==> src/design/ea_pkg.sv <==
/*
 Package for the effective-address generator: address width, addressing-mode
 enumeration, opcode field positions and the opcode-column decode constants.
 Assumes the usual 8-bit core opcode map, with the addressing mode in the
 high opcode nibble.
*/
package ea_pkg;

   localparam int ADDR_WIDTH = 13;
   localparam int DIRECT_PAGE_WIDTH = 8;

   typedef enum logic [3:0]
   {
      mode_inherent = 4'h0,
      mode_immediate = 4'h1,
      mode_direct = 4'h2,
      mode_extended = 4'h3,
      mode_relative = 4'h4,
      mode_indexed_0 = 4'h5,
      mode_indexed_8 = 4'h6,
      mode_indexed_16 = 4'h7,
      mode_bit_set_clear = 4'h8,
      mode_bit_test_branch = 4'h9
   } mode_type;

   // Opcode fields
   localparam int COLUMN_MSB = 7;
   localparam int COLUMN_LSB = 4;
   localparam int BIT_NUM_MSB = 3;
   localparam int BIT_NUM_LSB = 1;
   localparam int SENSE_BIT = 0;
   localparam int LOW_NIBBLE_MSB = 3;
   localparam int LOW_NIBBLE_LSB = 0;

   // High-nibble columns of the opcode map
   localparam logic [3:0] COL_BIT_TEST = 4'h0;
   localparam logic [3:0] COL_BIT_SET_CLEAR = 4'h1;
   localparam logic [3:0] COL_BRANCH = 4'h2;
   localparam logic [3:0] COL_RMW_DIRECT = 4'h3;
   localparam logic [3:0] COL_RMW_INDEXED_8 = 4'h6;
   localparam logic [3:0] COL_RMW_INDEXED_0 = 4'h7;
   localparam logic [3:0] COL_IMMEDIATE = 4'ha;
   localparam logic [3:0] COL_DIRECT = 4'hb;
   localparam logic [3:0] COL_EXTENDED = 4'hc;
   localparam logic [3:0] COL_INDEXED_16 = 4'hd;
   localparam logic [3:0] COL_INDEXED_8 = 4'he;
   localparam logic [3:0] COL_INDEXED_0 = 4'hf;

   // Branch to subroutine sits in the immediate column but is relative
   localparam logic [3:0] LOW_BSR = 4'hd;

   // Branch condition selectors (low nibble of column 2)
   localparam logic [3:0] COND_BRA = 4'h0;
   localparam logic [3:0] COND_BRN = 4'h1;
   localparam logic [3:0] COND_BHI = 4'h2;
   localparam logic [3:0] COND_BLS = 4'h3;
   localparam logic [3:0] COND_BCC = 4'h4;
   localparam logic [3:0] COND_BCS = 4'h5;
   localparam logic [3:0] COND_BNE = 4'h6;
   localparam logic [3:0] COND_BEQ = 4'h7;
   localparam logic [3:0] COND_BHCC = 4'h8;
   localparam logic [3:0] COND_BHCS = 4'h9;
   localparam logic [3:0] COND_BPL = 4'ha;
   localparam logic [3:0] COND_BMI = 4'hb;
   localparam logic [3:0] COND_BMC = 4'hc;
   localparam logic [3:0] COND_BMS = 4'hd;
   localparam logic [3:0] COND_BIL = 4'he;
   localparam logic [3:0] COND_BIH = 4'hf;

   // Flag positions in condition_flags (H I N Z C)
   localparam int FLAG_C = 0;
   localparam int FLAG_Z = 1;
   localparam int FLAG_N = 2;
   localparam int FLAG_I = 3;
   localparam int FLAG_H = 4;
   localparam int FLAGS_WIDTH = 5;

   // Instruction lengths in bytes
   localparam logic [1:0] LEN_ONE = 2'h1;
   localparam logic [1:0] LEN_TWO = 2'h2;
   localparam logic [1:0] LEN_THREE = 2'h3;

endpackage

==> src/design/branch_condition.sv <==
/*
 Branch condition evaluator: given the low opcode nibble, the condition flags
 and the interrupt line level, says whether a relative branch is taken.
 Assumes irq_line_high is already synchronised by the caller.
*/
`timescale 1ns/10ps
module branch_condition
(
   input  wire logic [3:0]                     selector,
   input  wire logic [ea_pkg::FLAGS_WIDTH-1:0] flags,
   input  wire logic                           irq_line_high,
   output logic                                taken
);

   logic c;
   logic z;
   logic n;
   logic i;
   logic h;

   assign c = flags[ea_pkg::FLAG_C];
   assign z = flags[ea_pkg::FLAG_Z];
   assign n = flags[ea_pkg::FLAG_N];
   assign i = flags[ea_pkg::FLAG_I];
   assign h = flags[ea_pkg::FLAG_H];

   // Pairs of conditions differ only in the sense of the selector's low bit
   always_comb
   begin
      case (selector)
         ea_pkg::COND_BRA:  taken = 1'b1;
         ea_pkg::COND_BRN:  taken = 1'b0;
         ea_pkg::COND_BHI:  taken = !(c | z);
         ea_pkg::COND_BLS:  taken = c | z;
         ea_pkg::COND_BCC:  taken = !c;
         ea_pkg::COND_BCS:  taken = c;
         ea_pkg::COND_BNE:  taken = !z;
         ea_pkg::COND_BEQ:  taken = z;
         ea_pkg::COND_BHCC: taken = !h;
         ea_pkg::COND_BHCS: taken = h;
         ea_pkg::COND_BPL:  taken = !n;
         ea_pkg::COND_BMI:  taken = n;
         ea_pkg::COND_BMC:  taken = !i;
         ea_pkg::COND_BMS:  taken = i;
         ea_pkg::COND_BIL:  taken = !irq_line_high;
         default:           taken = irq_line_high;
      endcase
   end

endmodule

==> src/design/cpu_effective_address_generator.sv <==
/*
 Effective-address generator of the CPU core. Takes the opcode and the two
 following instruction bytes, the index register, the program counter and
 the condition flags; decodes the addressing mode and registers the effective
 address, operand, branch target, next program counter and bit controls.
 Assumes the fetch unit presents all bytes of an instruction together with a
 one-cycle decode_valid, and that the data path returns the addressed byte
 (tested_byte) for bit-test instructions in the same cycle.
*/
`timescale 1ns/10ps
module cpu_effective_address_generator
(
   input  wire logic                           clk,
   input  wire logic                           reset_n,
   input  wire logic                           decode_valid,
   input  wire logic [7:0]                     opcode,
   input  wire logic [7:0]                     byte_two,
   input  wire logic [7:0]                     byte_three,
   input  wire logic [7:0]                     index_register,
   input  wire logic [ea_pkg::ADDR_WIDTH-1:0]  program_counter,
   input  wire logic [ea_pkg::FLAGS_WIDTH-1:0] condition_flags,
   input  wire logic                           irq_pin_n,
   input  wire logic [7:0]                     tested_byte,
   output logic                                result_valid,
   output ea_pkg::mode_type                    mode,
   output logic [1:0]                          instruction_length,
   output logic [ea_pkg::ADDR_WIDTH-1:0]       effective_address,
   output logic                                address_used,
   output logic [7:0]                          operand,
   output logic                                operand_immediate,
   output logic [ea_pkg::ADDR_WIDTH-1:0]       next_program_counter,
   output logic                                branch_taken,
   output logic [2:0]                          bit_number,
   output logic [7:0]                          bit_mask,
   output logic                                bit_set_value,
   output logic                                carry_update,
   output logic                                carry_value
);

   localparam int AW = ea_pkg::ADDR_WIDTH;

   // Synchroniser for the interrupt pin level tested by the line branches
   logic irq_meta;
   logic irq_sync;
   logic next_irq_meta;
   logic next_irq_sync;

   always_comb
   begin
      next_irq_meta = irq_pin_n;
      next_irq_sync = irq_meta;
   end

   always_ff @(posedge clk or negedge reset_n)
   begin
      if (!reset_n)
      begin
         irq_meta <= 1'b1;
         irq_sync <= 1'b1;
      end
      else
      begin
         irq_meta <= next_irq_meta;
         irq_sync <= next_irq_sync;
      end
   end

   // Mode decode from the opcode column
   logic [3:0]       column;
   logic [3:0]       low_nibble;
   ea_pkg::mode_type decoded_mode;
   logic [1:0]       decoded_length;

   assign column = opcode[ea_pkg::COLUMN_MSB:ea_pkg::COLUMN_LSB];
   assign low_nibble = opcode[ea_pkg::LOW_NIBBLE_MSB:ea_pkg::LOW_NIBBLE_LSB];

   // Each column maps to one of the ten modes, except column a: BSR decodes as relative, the rest as immediate
   always_comb
   begin
      decoded_mode = ea_pkg::mode_inherent;
      if (column == ea_pkg::COL_BIT_TEST)
         decoded_mode = ea_pkg::mode_bit_test_branch;
      else if (column == ea_pkg::COL_BIT_SET_CLEAR)
         decoded_mode = ea_pkg::mode_bit_set_clear;
      else if (column == ea_pkg::COL_BRANCH)
         decoded_mode = ea_pkg::mode_relative;
      else if (column == ea_pkg::COL_RMW_DIRECT || column == ea_pkg::COL_DIRECT)
         decoded_mode = ea_pkg::mode_direct;
      else if (column == ea_pkg::COL_RMW_INDEXED_8 || column == ea_pkg::COL_INDEXED_8)
         decoded_mode = ea_pkg::mode_indexed_8;
      else if (column == ea_pkg::COL_RMW_INDEXED_0 || column == ea_pkg::COL_INDEXED_0)
         decoded_mode = ea_pkg::mode_indexed_0;
      else if (column == ea_pkg::COL_IMMEDIATE && low_nibble == ea_pkg::LOW_BSR)
         decoded_mode = ea_pkg::mode_relative;
      else if (column == ea_pkg::COL_IMMEDIATE)
         decoded_mode = ea_pkg::mode_immediate;
      else if (column == ea_pkg::COL_EXTENDED)
         decoded_mode = ea_pkg::mode_extended;
      else if (column == ea_pkg::COL_INDEXED_16)
         decoded_mode = ea_pkg::mode_indexed_16;
   end

   // Instruction length follows the mode
   always_comb
   begin
      case (decoded_mode)
         ea_pkg::mode_inherent:        decoded_length = ea_pkg::LEN_ONE;
         ea_pkg::mode_indexed_0:       decoded_length = ea_pkg::LEN_ONE;
         ea_pkg::mode_immediate:       decoded_length = ea_pkg::LEN_TWO;
         ea_pkg::mode_direct:          decoded_length = ea_pkg::LEN_TWO;
         ea_pkg::mode_relative:        decoded_length = ea_pkg::LEN_TWO;
         ea_pkg::mode_indexed_8:       decoded_length = ea_pkg::LEN_TWO;
         ea_pkg::mode_bit_set_clear:   decoded_length = ea_pkg::LEN_TWO;
         ea_pkg::mode_extended:        decoded_length = ea_pkg::LEN_THREE;
         ea_pkg::mode_indexed_16:      decoded_length = ea_pkg::LEN_THREE;
         ea_pkg::mode_bit_test_branch: decoded_length = ea_pkg::LEN_THREE;
         default:                      decoded_length = ea_pkg::LEN_ONE;
      endcase
   end

   // Branch condition for the relative column
   logic cond_taken;

   branch_condition condition_unit
   (
      .selector      (low_nibble),
      .flags         (condition_flags),
      .irq_line_high (irq_sync),
      .taken         (cond_taken)
   );

   // Address arithmetic; 13-bit sums wrap because upper bits are cut off
   logic [AW-1:0] fall_through;
   logic [7:0]    offset_byte;
   logic [AW-1:0] offset_extended;
   logic [AW-1:0] branch_target;
   logic [AW-1:0] index_wide;
   logic [15:0]   long_address;
   logic [15:0]   long_indexed;
   logic [8:0]    short_indexed;
   logic          tested_bit;
   logic          bit_match;

   always_comb
   begin
      fall_through = program_counter + {{(AW-2){1'b0}}, decoded_length};
      // The offset is always the last byte of the instruction
      offset_byte = (decoded_mode == ea_pkg::mode_bit_test_branch) ? byte_three : byte_two;
      offset_extended = {{(AW-8){offset_byte[7]}}, offset_byte};
      branch_target = fall_through + offset_extended;
      index_wide = {{(AW-8){1'b0}}, index_register};
      long_address = {byte_two, byte_three};
      long_indexed = long_address + {8'h00, index_register};
      short_indexed = {1'b0, byte_two} + {1'b0, index_register};
      tested_bit = tested_byte[opcode[ea_pkg::BIT_NUM_MSB:ea_pkg::BIT_NUM_LSB]];
      bit_match = (tested_bit == !opcode[ea_pkg::SENSE_BIT]);
   end

   // Registered results
   ea_pkg::mode_type mode_q;
   logic             valid_q;
   logic [1:0]       length_q;
   logic [AW-1:0]    ea_q;
   logic             used_q;
   logic [7:0]       operand_q;
   logic             imm_q;
   logic [AW-1:0]    npc_q;
   logic             taken_q;
   logic [2:0]       bitnum_q;
   logic             setval_q;
   logic             cupd_q;
   logic             cval_q;

   ea_pkg::mode_type next_mode;
   logic             next_valid;
   logic [1:0]       next_length;
   logic [AW-1:0]    next_ea;
   logic             next_used;
   logic [7:0]       next_operand;
   logic             next_imm;
   logic [AW-1:0]    next_npc;
   logic             next_taken;
   logic [2:0]       next_bitnum;
   logic             next_setval;
   logic             next_cupd;
   logic             next_cval;

   // Per-mode result; results other than result_valid and carry_update hold between instructions
   always_comb
   begin
      next_valid = decode_valid;
      next_mode = mode_q;
      next_length = length_q;
      next_ea = ea_q;
      next_used = used_q;
      next_operand = operand_q;
      next_imm = imm_q;
      next_npc = npc_q;
      next_taken = taken_q;
      next_bitnum = bitnum_q;
      next_setval = setval_q;
      next_cupd = 1'b0;
      next_cval = cval_q;
      if (decode_valid)
      begin
         next_mode = decoded_mode;
         next_length = decoded_length;
         next_ea = '0;
         next_used = 1'b0;
         next_operand = 8'h00;
         next_imm = 1'b0;
         next_npc = fall_through;
         next_taken = 1'b0;
         next_bitnum = opcode[ea_pkg::BIT_NUM_MSB:ea_pkg::BIT_NUM_LSB];
         next_setval = 1'b0;
         case (decoded_mode)
            ea_pkg::mode_immediate:
            begin
               next_operand = byte_two;
               next_imm = 1'b1;
            end
            ea_pkg::mode_direct:
            begin
               next_ea = {{(AW-8){1'b0}}, byte_two};
               next_used = 1'b1;
            end
            ea_pkg::mode_extended:
            begin
               next_ea = long_address[AW-1:0];
               next_used = 1'b1;
            end
            ea_pkg::mode_relative:
            begin
               // Branch to subroutine is unconditional
               next_taken = cond_taken || column == ea_pkg::COL_IMMEDIATE;
               if (next_taken)
                  next_npc = branch_target;
            end
            ea_pkg::mode_indexed_0:
            begin
               next_ea = index_wide;
               next_used = 1'b1;
            end
            ea_pkg::mode_indexed_8:
            begin
               next_ea = {{(AW-9){1'b0}}, short_indexed};
               next_used = 1'b1;
            end
            ea_pkg::mode_indexed_16:
            begin
               next_ea = long_indexed[AW-1:0];
               next_used = 1'b1;
            end
            ea_pkg::mode_bit_set_clear:
            begin
               next_ea = {{(AW-8){1'b0}}, byte_two};
               next_used = 1'b1;
               next_setval = !opcode[ea_pkg::SENSE_BIT];
            end
            ea_pkg::mode_bit_test_branch:
            begin
               next_ea = {{(AW-8){1'b0}}, byte_two};
               next_used = 1'b1;
               next_operand = tested_byte;
               next_taken = bit_match;
               if (bit_match)
                  next_npc = branch_target;
               next_cupd = 1'b1;
               next_cval = tested_bit;
            end
            default:
            begin
               next_used = 1'b0;
            end
         endcase
      end
   end

   // Plain register stage; reset clears every result except the length, which loads LEN_ONE
   always_ff @(posedge clk or negedge reset_n)
   begin
      if (!reset_n)
      begin
         mode_q <= ea_pkg::mode_inherent;
         valid_q <= 1'b0;
         length_q <= ea_pkg::LEN_ONE;
         ea_q <= '0;
         used_q <= 1'b0;
         operand_q <= 8'h00;
         imm_q <= 1'b0;
         npc_q <= '0;
         taken_q <= 1'b0;
         bitnum_q <= 3'h0;
         setval_q <= 1'b0;
         cupd_q <= 1'b0;
         cval_q <= 1'b0;
      end
      else
      begin
         mode_q <= next_mode;
         valid_q <= next_valid;
         length_q <= next_length;
         ea_q <= next_ea;
         used_q <= next_used;
         operand_q <= next_operand;
         imm_q <= next_imm;
         npc_q <= next_npc;
         taken_q <= next_taken;
         bitnum_q <= next_bitnum;
         setval_q <= next_setval;
         cupd_q <= next_cupd;
         cval_q <= next_cval;
      end
   end

   // Only the numbered bit is touched by the data path
   assign bit_mask = 8'h01 << bitnum_q;
   assign result_valid = valid_q;
   assign mode = mode_q;
   assign instruction_length = length_q;
   assign effective_address = ea_q;
   assign address_used = used_q;
   assign operand = operand_q;
   assign operand_immediate = imm_q;
   assign next_program_counter = npc_q;
   assign branch_taken = taken_q;
   assign bit_number = bitnum_q;
   assign bit_set_value = setval_q;
   assign carry_update = cupd_q;
   assign carry_value = cval_q;

endmodule

==> config.mk <==
export PLATFORM = sky130hd
export DESIGN_NAME = cpu_effective_address_generator
export DESIGN_NICKNAME = d
export VERILOG_FILES = /design/src/design/ea_pkg.sv /design/src/design/branch_condition.sv /design/src/design/cpu_effective_address_generator.sv
export SDC_FILE = /design/constraint.sdc
export NUM_CORES = 1
export LEC_CHECK = 0
export ABC_CLOCK_PERIOD_IN_PS = 2300
export BUFFER_PORTS_ARGS = -buffer_cell sky130_fd_sc_hd__buf_4
export CORE_ASPECT_RATIO = 1.5
export CORE_UTILIZATION = 40
export CTS_CLUSTER_SIZE = 30
export DETAILED_ROUTE_END_ITERATION = 8
export PLACE_DENSITY = 0.6
export REMOVE_ABC_BUFFERS = 1
export SLEW_MARGIN = 5
export SYNTH_ARGS = -nofsm -noshare
export SYNTH_HDL_FRONTEND = slang
export SYNTH_HIERARCHICAL = 1
export SYNTH_SLANG_ARGS = --single-unit
==> constraint.sdc <==
create_clock -name clk -period 2.3 [get_ports clk]
set_input_delay 0.46 -clock clk [delete_from_list [all_inputs] [get_ports clk]]
set_output_delay 0.46 -clock clk [all_outputs]
set_load 0.005 [all_outputs]
# == Word level (Yosys, flattened, before mapping) ==
# Memories as Yosys holds them, arrays and structs flattened.
# Index checks and enable logic that the tools add are counted.
# word_totals
regBits,52
romBits,32
in_bits,62
output_inout_bits,58
wordCells,101
mem_count,1
# op_classes
n_addsub,4
order_cmp,1
eq_ne,35
shifts,1
muxes,25
bitwise_logic,1
reduce_logical,18
# memory_table
memory,depth,word_bits,read_ports,rd_clocked_by_memory_dff,write_ports,line,text
(no name shown),16,2,1,0,0,cpu_effective_address_generator.sv:106,case (decoded_mode)
# ops
operator,count
one-hot mux 13 bit (5 select lines),1
"== test 4 bit, second input constant",15
"== test 4 x 3 -> 1 bit, second input constant",10
2-to-1 mux 13 bit,2
one-hot mux 13 bit (2 select lines),1
"== test 4 x 2 -> 1 bit, second input constant",6
2-to-1 mux 3 bit,8
one-hot mux 8 bit (2 select lines),1
one-hot mux 1 bit (15 select lines),1
adder 13 bit,1
adder 13 x 2 -> 13 bit,1
adder 13 x 8 -> 13 bit,1
"== test 4 x 1 -> 1 bit, second input constant",3
adder 8 x 8 -> 9 bit,1
zero test 1 bit,8
zero test 4 bit,2
2-to-1 mux 4 bit,2
2-to-1 mux 8 bit,1
"<< shifter 1 x 3 -> 8 bit, first input constant",1
OR reduction 7 bit,1
2-to-1 mux 1 bit,6
logical OR 1 bit,4
"< comparator 3 x 4 -> 1 bit, second input constant",1
binary-select mux 1 bit (select 3 bit),1
6 further kinds,6

# == Longest topological paths before layout ==
# depth
depth_word,16
depth_mapped,18
ltp_nobuf,16

# == Modules after synthesis ==
# The synthesis kept the hierarchy.
# modules_own_cells
mod,instances,cells_each,area_each_um2,seq_area_each_um2
cpu_effective_address_generator,1,456,4227.8,1305.0
branch_condition,1,21,158.9,0.0

# == Worst setup path after synthesis ==
# No wires, ideal clock.
# synth_path
path_type,input to register
from,input port opcode[4]
to,"register npc_q[12], in the netlist next_program_counter[12]"
setup_ps,133
t_arrival_ps,3630
t_required_ps,2167
slack_ps,-1463
cell_stages,15
path_buffers,2
path_cell_list,buf_2 -> clkbuf_1 -> inv_1 -> nor2_1 -> o21ai_0 -> ha_1 -> fa_1 -> xor2_1 -> ha_1 -> nor2b_1 -> o31ai_1 -> a21oi_1 -> a221oi_1 -> xnor2_1 -> o211ai_1
# synth_between
elab_chain_len,16
word_cells_on_any_way,36
classes_between,add/sub: 2; eq/ne: 13; mux: 14; reduce/logical: 6; memory: 1
# synth_rtl
item,line,text
from (decl),cpu_effective_address_generator.sv:16,"input wire logic [7:0] opcode,"
== test 4 bit,cpu_effective_address_generator.sv:99,else if (column == ea_pkg::COL_INDEXED_16)
2-to-1 mux 3 bit,cpu_effective_address_generator.sv:99,
2-to-1 mux 3 bit,cpu_effective_address_generator.sv:97,else if (column == ea_pkg::COL_EXTENDED)
2-to-1 mux 3 bit,cpu_effective_address_generator.sv:95,else if (column == ea_pkg::COL_IMMEDIATE)
2-to-1 mux 3 bit,cpu_effective_address_generator.sv:93,else if (column == ea_pkg::COL_IMMEDIATE && low_nibble == ea_pkg::LOW_BSR)
2-to-1 mux 3 bit,cpu_effective_address_generator.sv:91,else if (column == ea_pkg::COL_RMW_INDEXED_0 || column == ea_pkg::COL_INDEXED_0)
2-to-1 mux 3 bit,cpu_effective_address_generator.sv:89,else if (column == ea_pkg::COL_RMW_INDEXED_8 || column == ea_pkg::COL_INDEXED_8)
2-to-1 mux 3 bit,cpu_effective_address_generator.sv:87,else if (column == ea_pkg::COL_RMW_DIRECT || column == ea_pkg::COL_DIRECT)
2-to-1 mux 3 bit,cpu_effective_address_generator.sv:85,else if (column == ea_pkg::COL_BRANCH)
2-to-1 mux 4 bit,cpu_effective_address_generator.sv:83,else if (column == ea_pkg::COL_BIT_SET_CLEAR)
2-to-1 mux 4 bit (*),cpu_effective_address_generator.sv:81,if (column == ea_pkg::COL_BIT_TEST)
memory (16 x 2 bit) (*),--,
named net decoded_length[0],cpu_effective_address_generator.sv:72,logic [1:0] decoded_length;
adder 13 x 2 -> 13 bit (*),cpu_effective_address_generator.sv:146,"fall_through = program_counter + {{(AW-2){1'b0}}, decoded_length};"
adder 13 bit,cpu_effective_address_generator.sv:150,branch_target = fall_through + offset_extended;
2-to-1 mux 13 bit (on tied branches),"cpu_effective_address_generator.sv:266, cpu_effective_address_generator.sv:236",
one-hot mux 13 bit (2 select lines) (*),cpu_effective_address_generator.sv:216,case (decoded_mode)
to (signal assigned),cpu_effective_address_generator.sv:307,npc_q <= next_npc;
to (decl),cpu_effective_address_generator.sv:167,logic [AW-1:0] npc_q;
# The timed path passes the listed nets; every way through them passes the cells marked *.
# A chain may end at the register's enable or synchronous reset.

# == Worst setup path after layout ==
# layout_path
from,input port opcode[6]
to,"register npc_q[10], in the netlist next_program_counter[10]"
# The elaborated chain is that of the path after synthesis.

==> impl_summary.log <==
INFO  metric synthTopCellsByArea = sky130_fd_sc_hd__dfrtp_1 (28%), sky130_fd_sc_hd__ha_1 (8.8%), sky130_fd_sc_hd__a21oi_1 (5.0%)
INFO  metric drt_pass1_iterations = 4
INFO  metric violations_in_the_final_reports = negative setup slack
INFO  metric final_wirelength = 15,540 µm
INFO  metric detailed_place_hpwl = 11,700 µm
INFO  metric data_required_time_at_the_worst_endpoint = 2490 ps
INFO  metric synth_top_flop_cell = sky130_fd_sc_hd__dfrtp_1
INFO  metric worstPathCellList = buf_8 > xnor2_4 > nor2_4 > a31oi_4 > ha_4 > a21oi_4 > nor2b_4 > nand4_1 > xnor2_2 > ha_1 > a211o_1 > nor2b_2 > a21oi_4 > nand2_1 > xor2_1 > mux2i_1 > mux2_4
INFO  metric synth_top_family_by_area = compound AO/OA/AOI/OAI gates
INFO  metric cpMaxStageDelayCell = sky130_fd_sc_hd__a211o_1
INFO  metric synth_area_leader_cell = sky130_fd_sc_hd__dfrtp_1
INFO  metric fin_hold_ws = 196.5 ps
INFO  metric min_period_over_period = 1.332
INFO  metric grt_setup_unrepaired = true
INFO  metric fin_crit = 3064 ps
INFO  metric synthesis.area = 0.004387 mm²
INFO  metric grt-ovfl-total = 0
INFO  metric synth.yosys.seq_area_share = 0.2975
INFO  metric synth.mux.area_fraction = 0.1061
INFO  metric vdd.ir_drop.worst = 0.3386 mV
INFO  metric synth_top_cell_area_share = 0.2795
INFO  metric first_pass_grt_wire_length = 24,310 µm
INFO  metric synthTopCellsByCount = sky130_fd_sc_hd__dfrtp_1 (49), sky130_fd_sc_hd__a21oi_1 (44), sky130_fd_sc_hd__nor2_1 (35)
INFO  metric clk_transition_reported_paths = 80 ps
INFO  metric num_antenna_cells = 0
INFO  metric normalized_max_slew_margin = 0.5291
INFO  metric synthDistinctLibCells = 62
INFO  metric multi_input_area = 0.003401 mm²
INFO  metric clk_path_buf_depth = 2
INFO  metric clk_latency = 300 ps
INFO  metric post_synthesis_compound_gate_area_fraction = 0.2193
INFO  metric final-seq-area = 0.001305 mm²
INFO  metric cp-start-kind = input port
INFO  metric clkSinkCount = 52
INFO  metric yosys_register_bits = 52
INFO  metric outcome = complete, but fails checks
INFO  metric finished_layout_cells = 849
INFO  metric synth-xor-area-share = 0.07587
INFO  metric track_usage = 0.2799
INFO  metric worst-setup-path-type = in2reg
INFO  metric post_synth_inst_count = 477
INFO  metric power.density_cell_area = 491.7 mW/mm²
INFO  metric finalSetupViolations = 12
INFO  metric ant_nets = 0
INFO  metric die_x = 87.51 µm
INFO  metric drtIter0Drc = 191
INFO  metric postSynthAreaPerCell = 9.196 µm²
INFO  metric worst_clock_skew = 5.209 ps
INFO  metric die_area = 0.01140 mm²
INFO  metric slew_viol_final = 0
INFO  metric hp-class = in2async
INFO  metric cap_violations = 0
INFO  metric row_count = 46
INFO  metric async_reset_ff_frac = 1.000
INFO  metric yosys_warn_count = 6
INFO  metric synth_edf_count = 0
INFO  metric via_count_of_the_first_global_routing_pass = 4,868
INFO  metric final_core_utilization = 0.6498
INFO  metric critPathArrivalTime = 3260 ps
INFO  metric die_height = 130.3 µm
INFO  metric cts_tree = done
INFO  metric core_area = 0.01065 mm²
INFO  metric start_util = 0.4120
INFO  metric synth-simple-area-share = 0.1609
INFO  metric cpMostUsedCell = sky130_fd_sc_hd__a21oi_4
INFO  metric endpoint_kind = flip-flop
INFO  metric timing.critical_path.fanout_max = 4
INFO  metric final_net_count = 801
INFO  metric crit_start = opcode[6]
INFO  metric p_leak = 3.214 nW
INFO  metric wl_per_cell = 18.30 µm
INFO  metric worst_path_largest_cell_delay = 360 ps
INFO  metric layout_setup_ws = -764.4 ps
INFO  metric layout.filler_cells = 857
INFO  metric max_clock_freq = 326.3 MHz
INFO  metric route.detailed.drc = 0
INFO  metric most_used_standard_cell_by_instance_count_after_synthesis = sky130_fd_sc_hd__dfrtp_1
INFO  metric rr_startpoint = irq_sync$_DFF_PN1_
INFO  metric place_inst = 828
INFO  metric cts_root_buffer = sky130_fd_sc_hd__clkbuf_16
INFO  metric area_delta_synth_final = 57.73%
INFO  metric number_of_port_buffers = 119
INFO  metric timing.reg2reg.setup_slack = -10 ps
INFO  metric gp_congestion = 0.8924
INFO  metric vias_per_cell = 5.584
INFO  metric initial_antenna_violation_count = 0
INFO  metric timing_worst_slew_pin_value = 706.4 ps
INFO  metric final_layout_size_suffix_gt1_frac = 0.4780
INFO  metric tritoncts.num_buffers = 5
INFO  metric top_level_ports = 120
INFO  metric grt_start_max_net_pins = 53
INFO  metric via_count = 4,741
INFO  metric h-tree-depth = 2
INFO  metric yosys.area_share.adder = 0.1067
INFO  metric hold_vio_cnt_final = 0
power by group:
group,leakage (nW),internal [mW],switching (mW)
sequential,0.651,1.00,0.0599
clock,0.0748,0.415,0.386
combinational,2.49,0.826,0.714
total,3.21,2.24,1.16
registers in the layout (all words and copies together), names as in the netlist:
name                  cells
irq_meta                  1
carry_value               1
address_used              1
result_valid              1
next_program_counter     13
branch_taken              1
bit_set_value             1
bit_number                3
instruction_length        2
operand_immediate         1
operand                   8
effective_address        13
mode                      4
irq_sync                  1
carry_update              1
cells by family after synthesis:
kind of cell | count (synthesis)
buffers and inverters | 33
muxes | 40
and+or+nand+nor | 137
adders and majority gates | 35
AOI/OAI and AO/OA | 142
DFF | 52
xor gates and xnor gates | 38
cells in the final DEF (no fill, tap or decap), drive strengths merged, types with 4 or more instances in the layout:
| master | n |
|---|---|
| a211oi | 6 |
| a21o | 9 |
| a21oi | 44 |
| a221oi | 4 |
| a22oi | 8 |
| a31oi | 4 |
| and3 | 9 |
| buf | 239 |
| clkbuf | 5 |
| dfrtp | 49 |
| fa | 4 |
| ha | 31 |
| inv | 15 |
| mux2 | 20 |
| mux2i | 18 |
| nand2 | 34 |
| nand2b | 4 |
| nand3 | 11 |
| nor2 | 35 |
| nor2b | 7 |
| nor3 | 11 |
| nor3b | 8 |
| o21a | 4 |
| o21ai | 19 |
| o22ai | 4 |
| o2bb2ai | 16 |
| o31ai | 7 |
| xnor2 | 21 |
| xor2 | 17 |
worst paths after layout:
kind | endpoint | cells past startpoint
min | carry_update$_DFF_PN0_ | 1
max reg2reg | next_program_counter[12]$_DFFE_PN0P_ | 12
min reg2reg | irq_sync$_DFF_PN1_ | 0
max | next_program_counter[10]$_DFFE_PN0P_ | 17
max in group asynchronous | effective_address[7]$_DFFE_PN0P_ | 1
min in group clk | irq_meta$_DFF_PN1_ | 1
what timing repair did:
| item | in CTS | in global routing |
|---|---|---|
| hold buffers | 0 | 0 |
| endpoints found under the setup margin | 16 | 20 |
| pin swaps | 41 | 18 |
| buffers inserted | 11 | 3 |
| gates resized for setup | 64 | 32 |
critical path, delay by kind of cell:
| family | cells | cell delay [ps] |
|---|---|---|
| XOR/XNOR | 3 | 450 |
| adder cells (fa/ha/maj) | 2 | 600 |
| multiplexers | 2 | 360 |
| AO/OA/AOI/OAI | 4 | 570 |
| buffers and inverters | 1 | 110 |
| AND/OR/NAND/NOR | 5 | 710 |
stage by stage:
stage	worst slack [ps]	total power, mW	TNS (ps)	instance area, µm²
after detailed placement	-1294	2.349	-14830	6181
final	-764.4	3.402	-6130	6919
after global placement	-1298	2.328	-14460	6181
after CTS	-783.5	3.314	-5932	6709
after global routing	-868.8	3.599	-7299	6919
after floorplan	-954.9	1.659	-7433	4292
metal layers:
metal | vias up | global-route usage | wire length, µm | part of all wire
met5 | - | 0 | 0 | 0
met4 | 0 | 0.1504 | 755 | 0.049
met3 | 50 | 0.03226 | 655 | 0.042
met2 | 177 | 0.5358 | 8403 | 0.54
met1 | 2281 | 0.2920 | 5721 | 0.37
li1 | 2233 | - | - | -
final cells by class:
class | instances | share of cell area
multi-input combinational | 392 | 0.4915
timing repair buffer | 239 | 0.2644
sequential | 52 | 0.1886
tap | 144 | 0.02604
clock buffer | 5 | 0.01808
inverter | 14 | 0.007595
clock inverter | 3 | 0.003797
(Power assumes the default switching activity.)
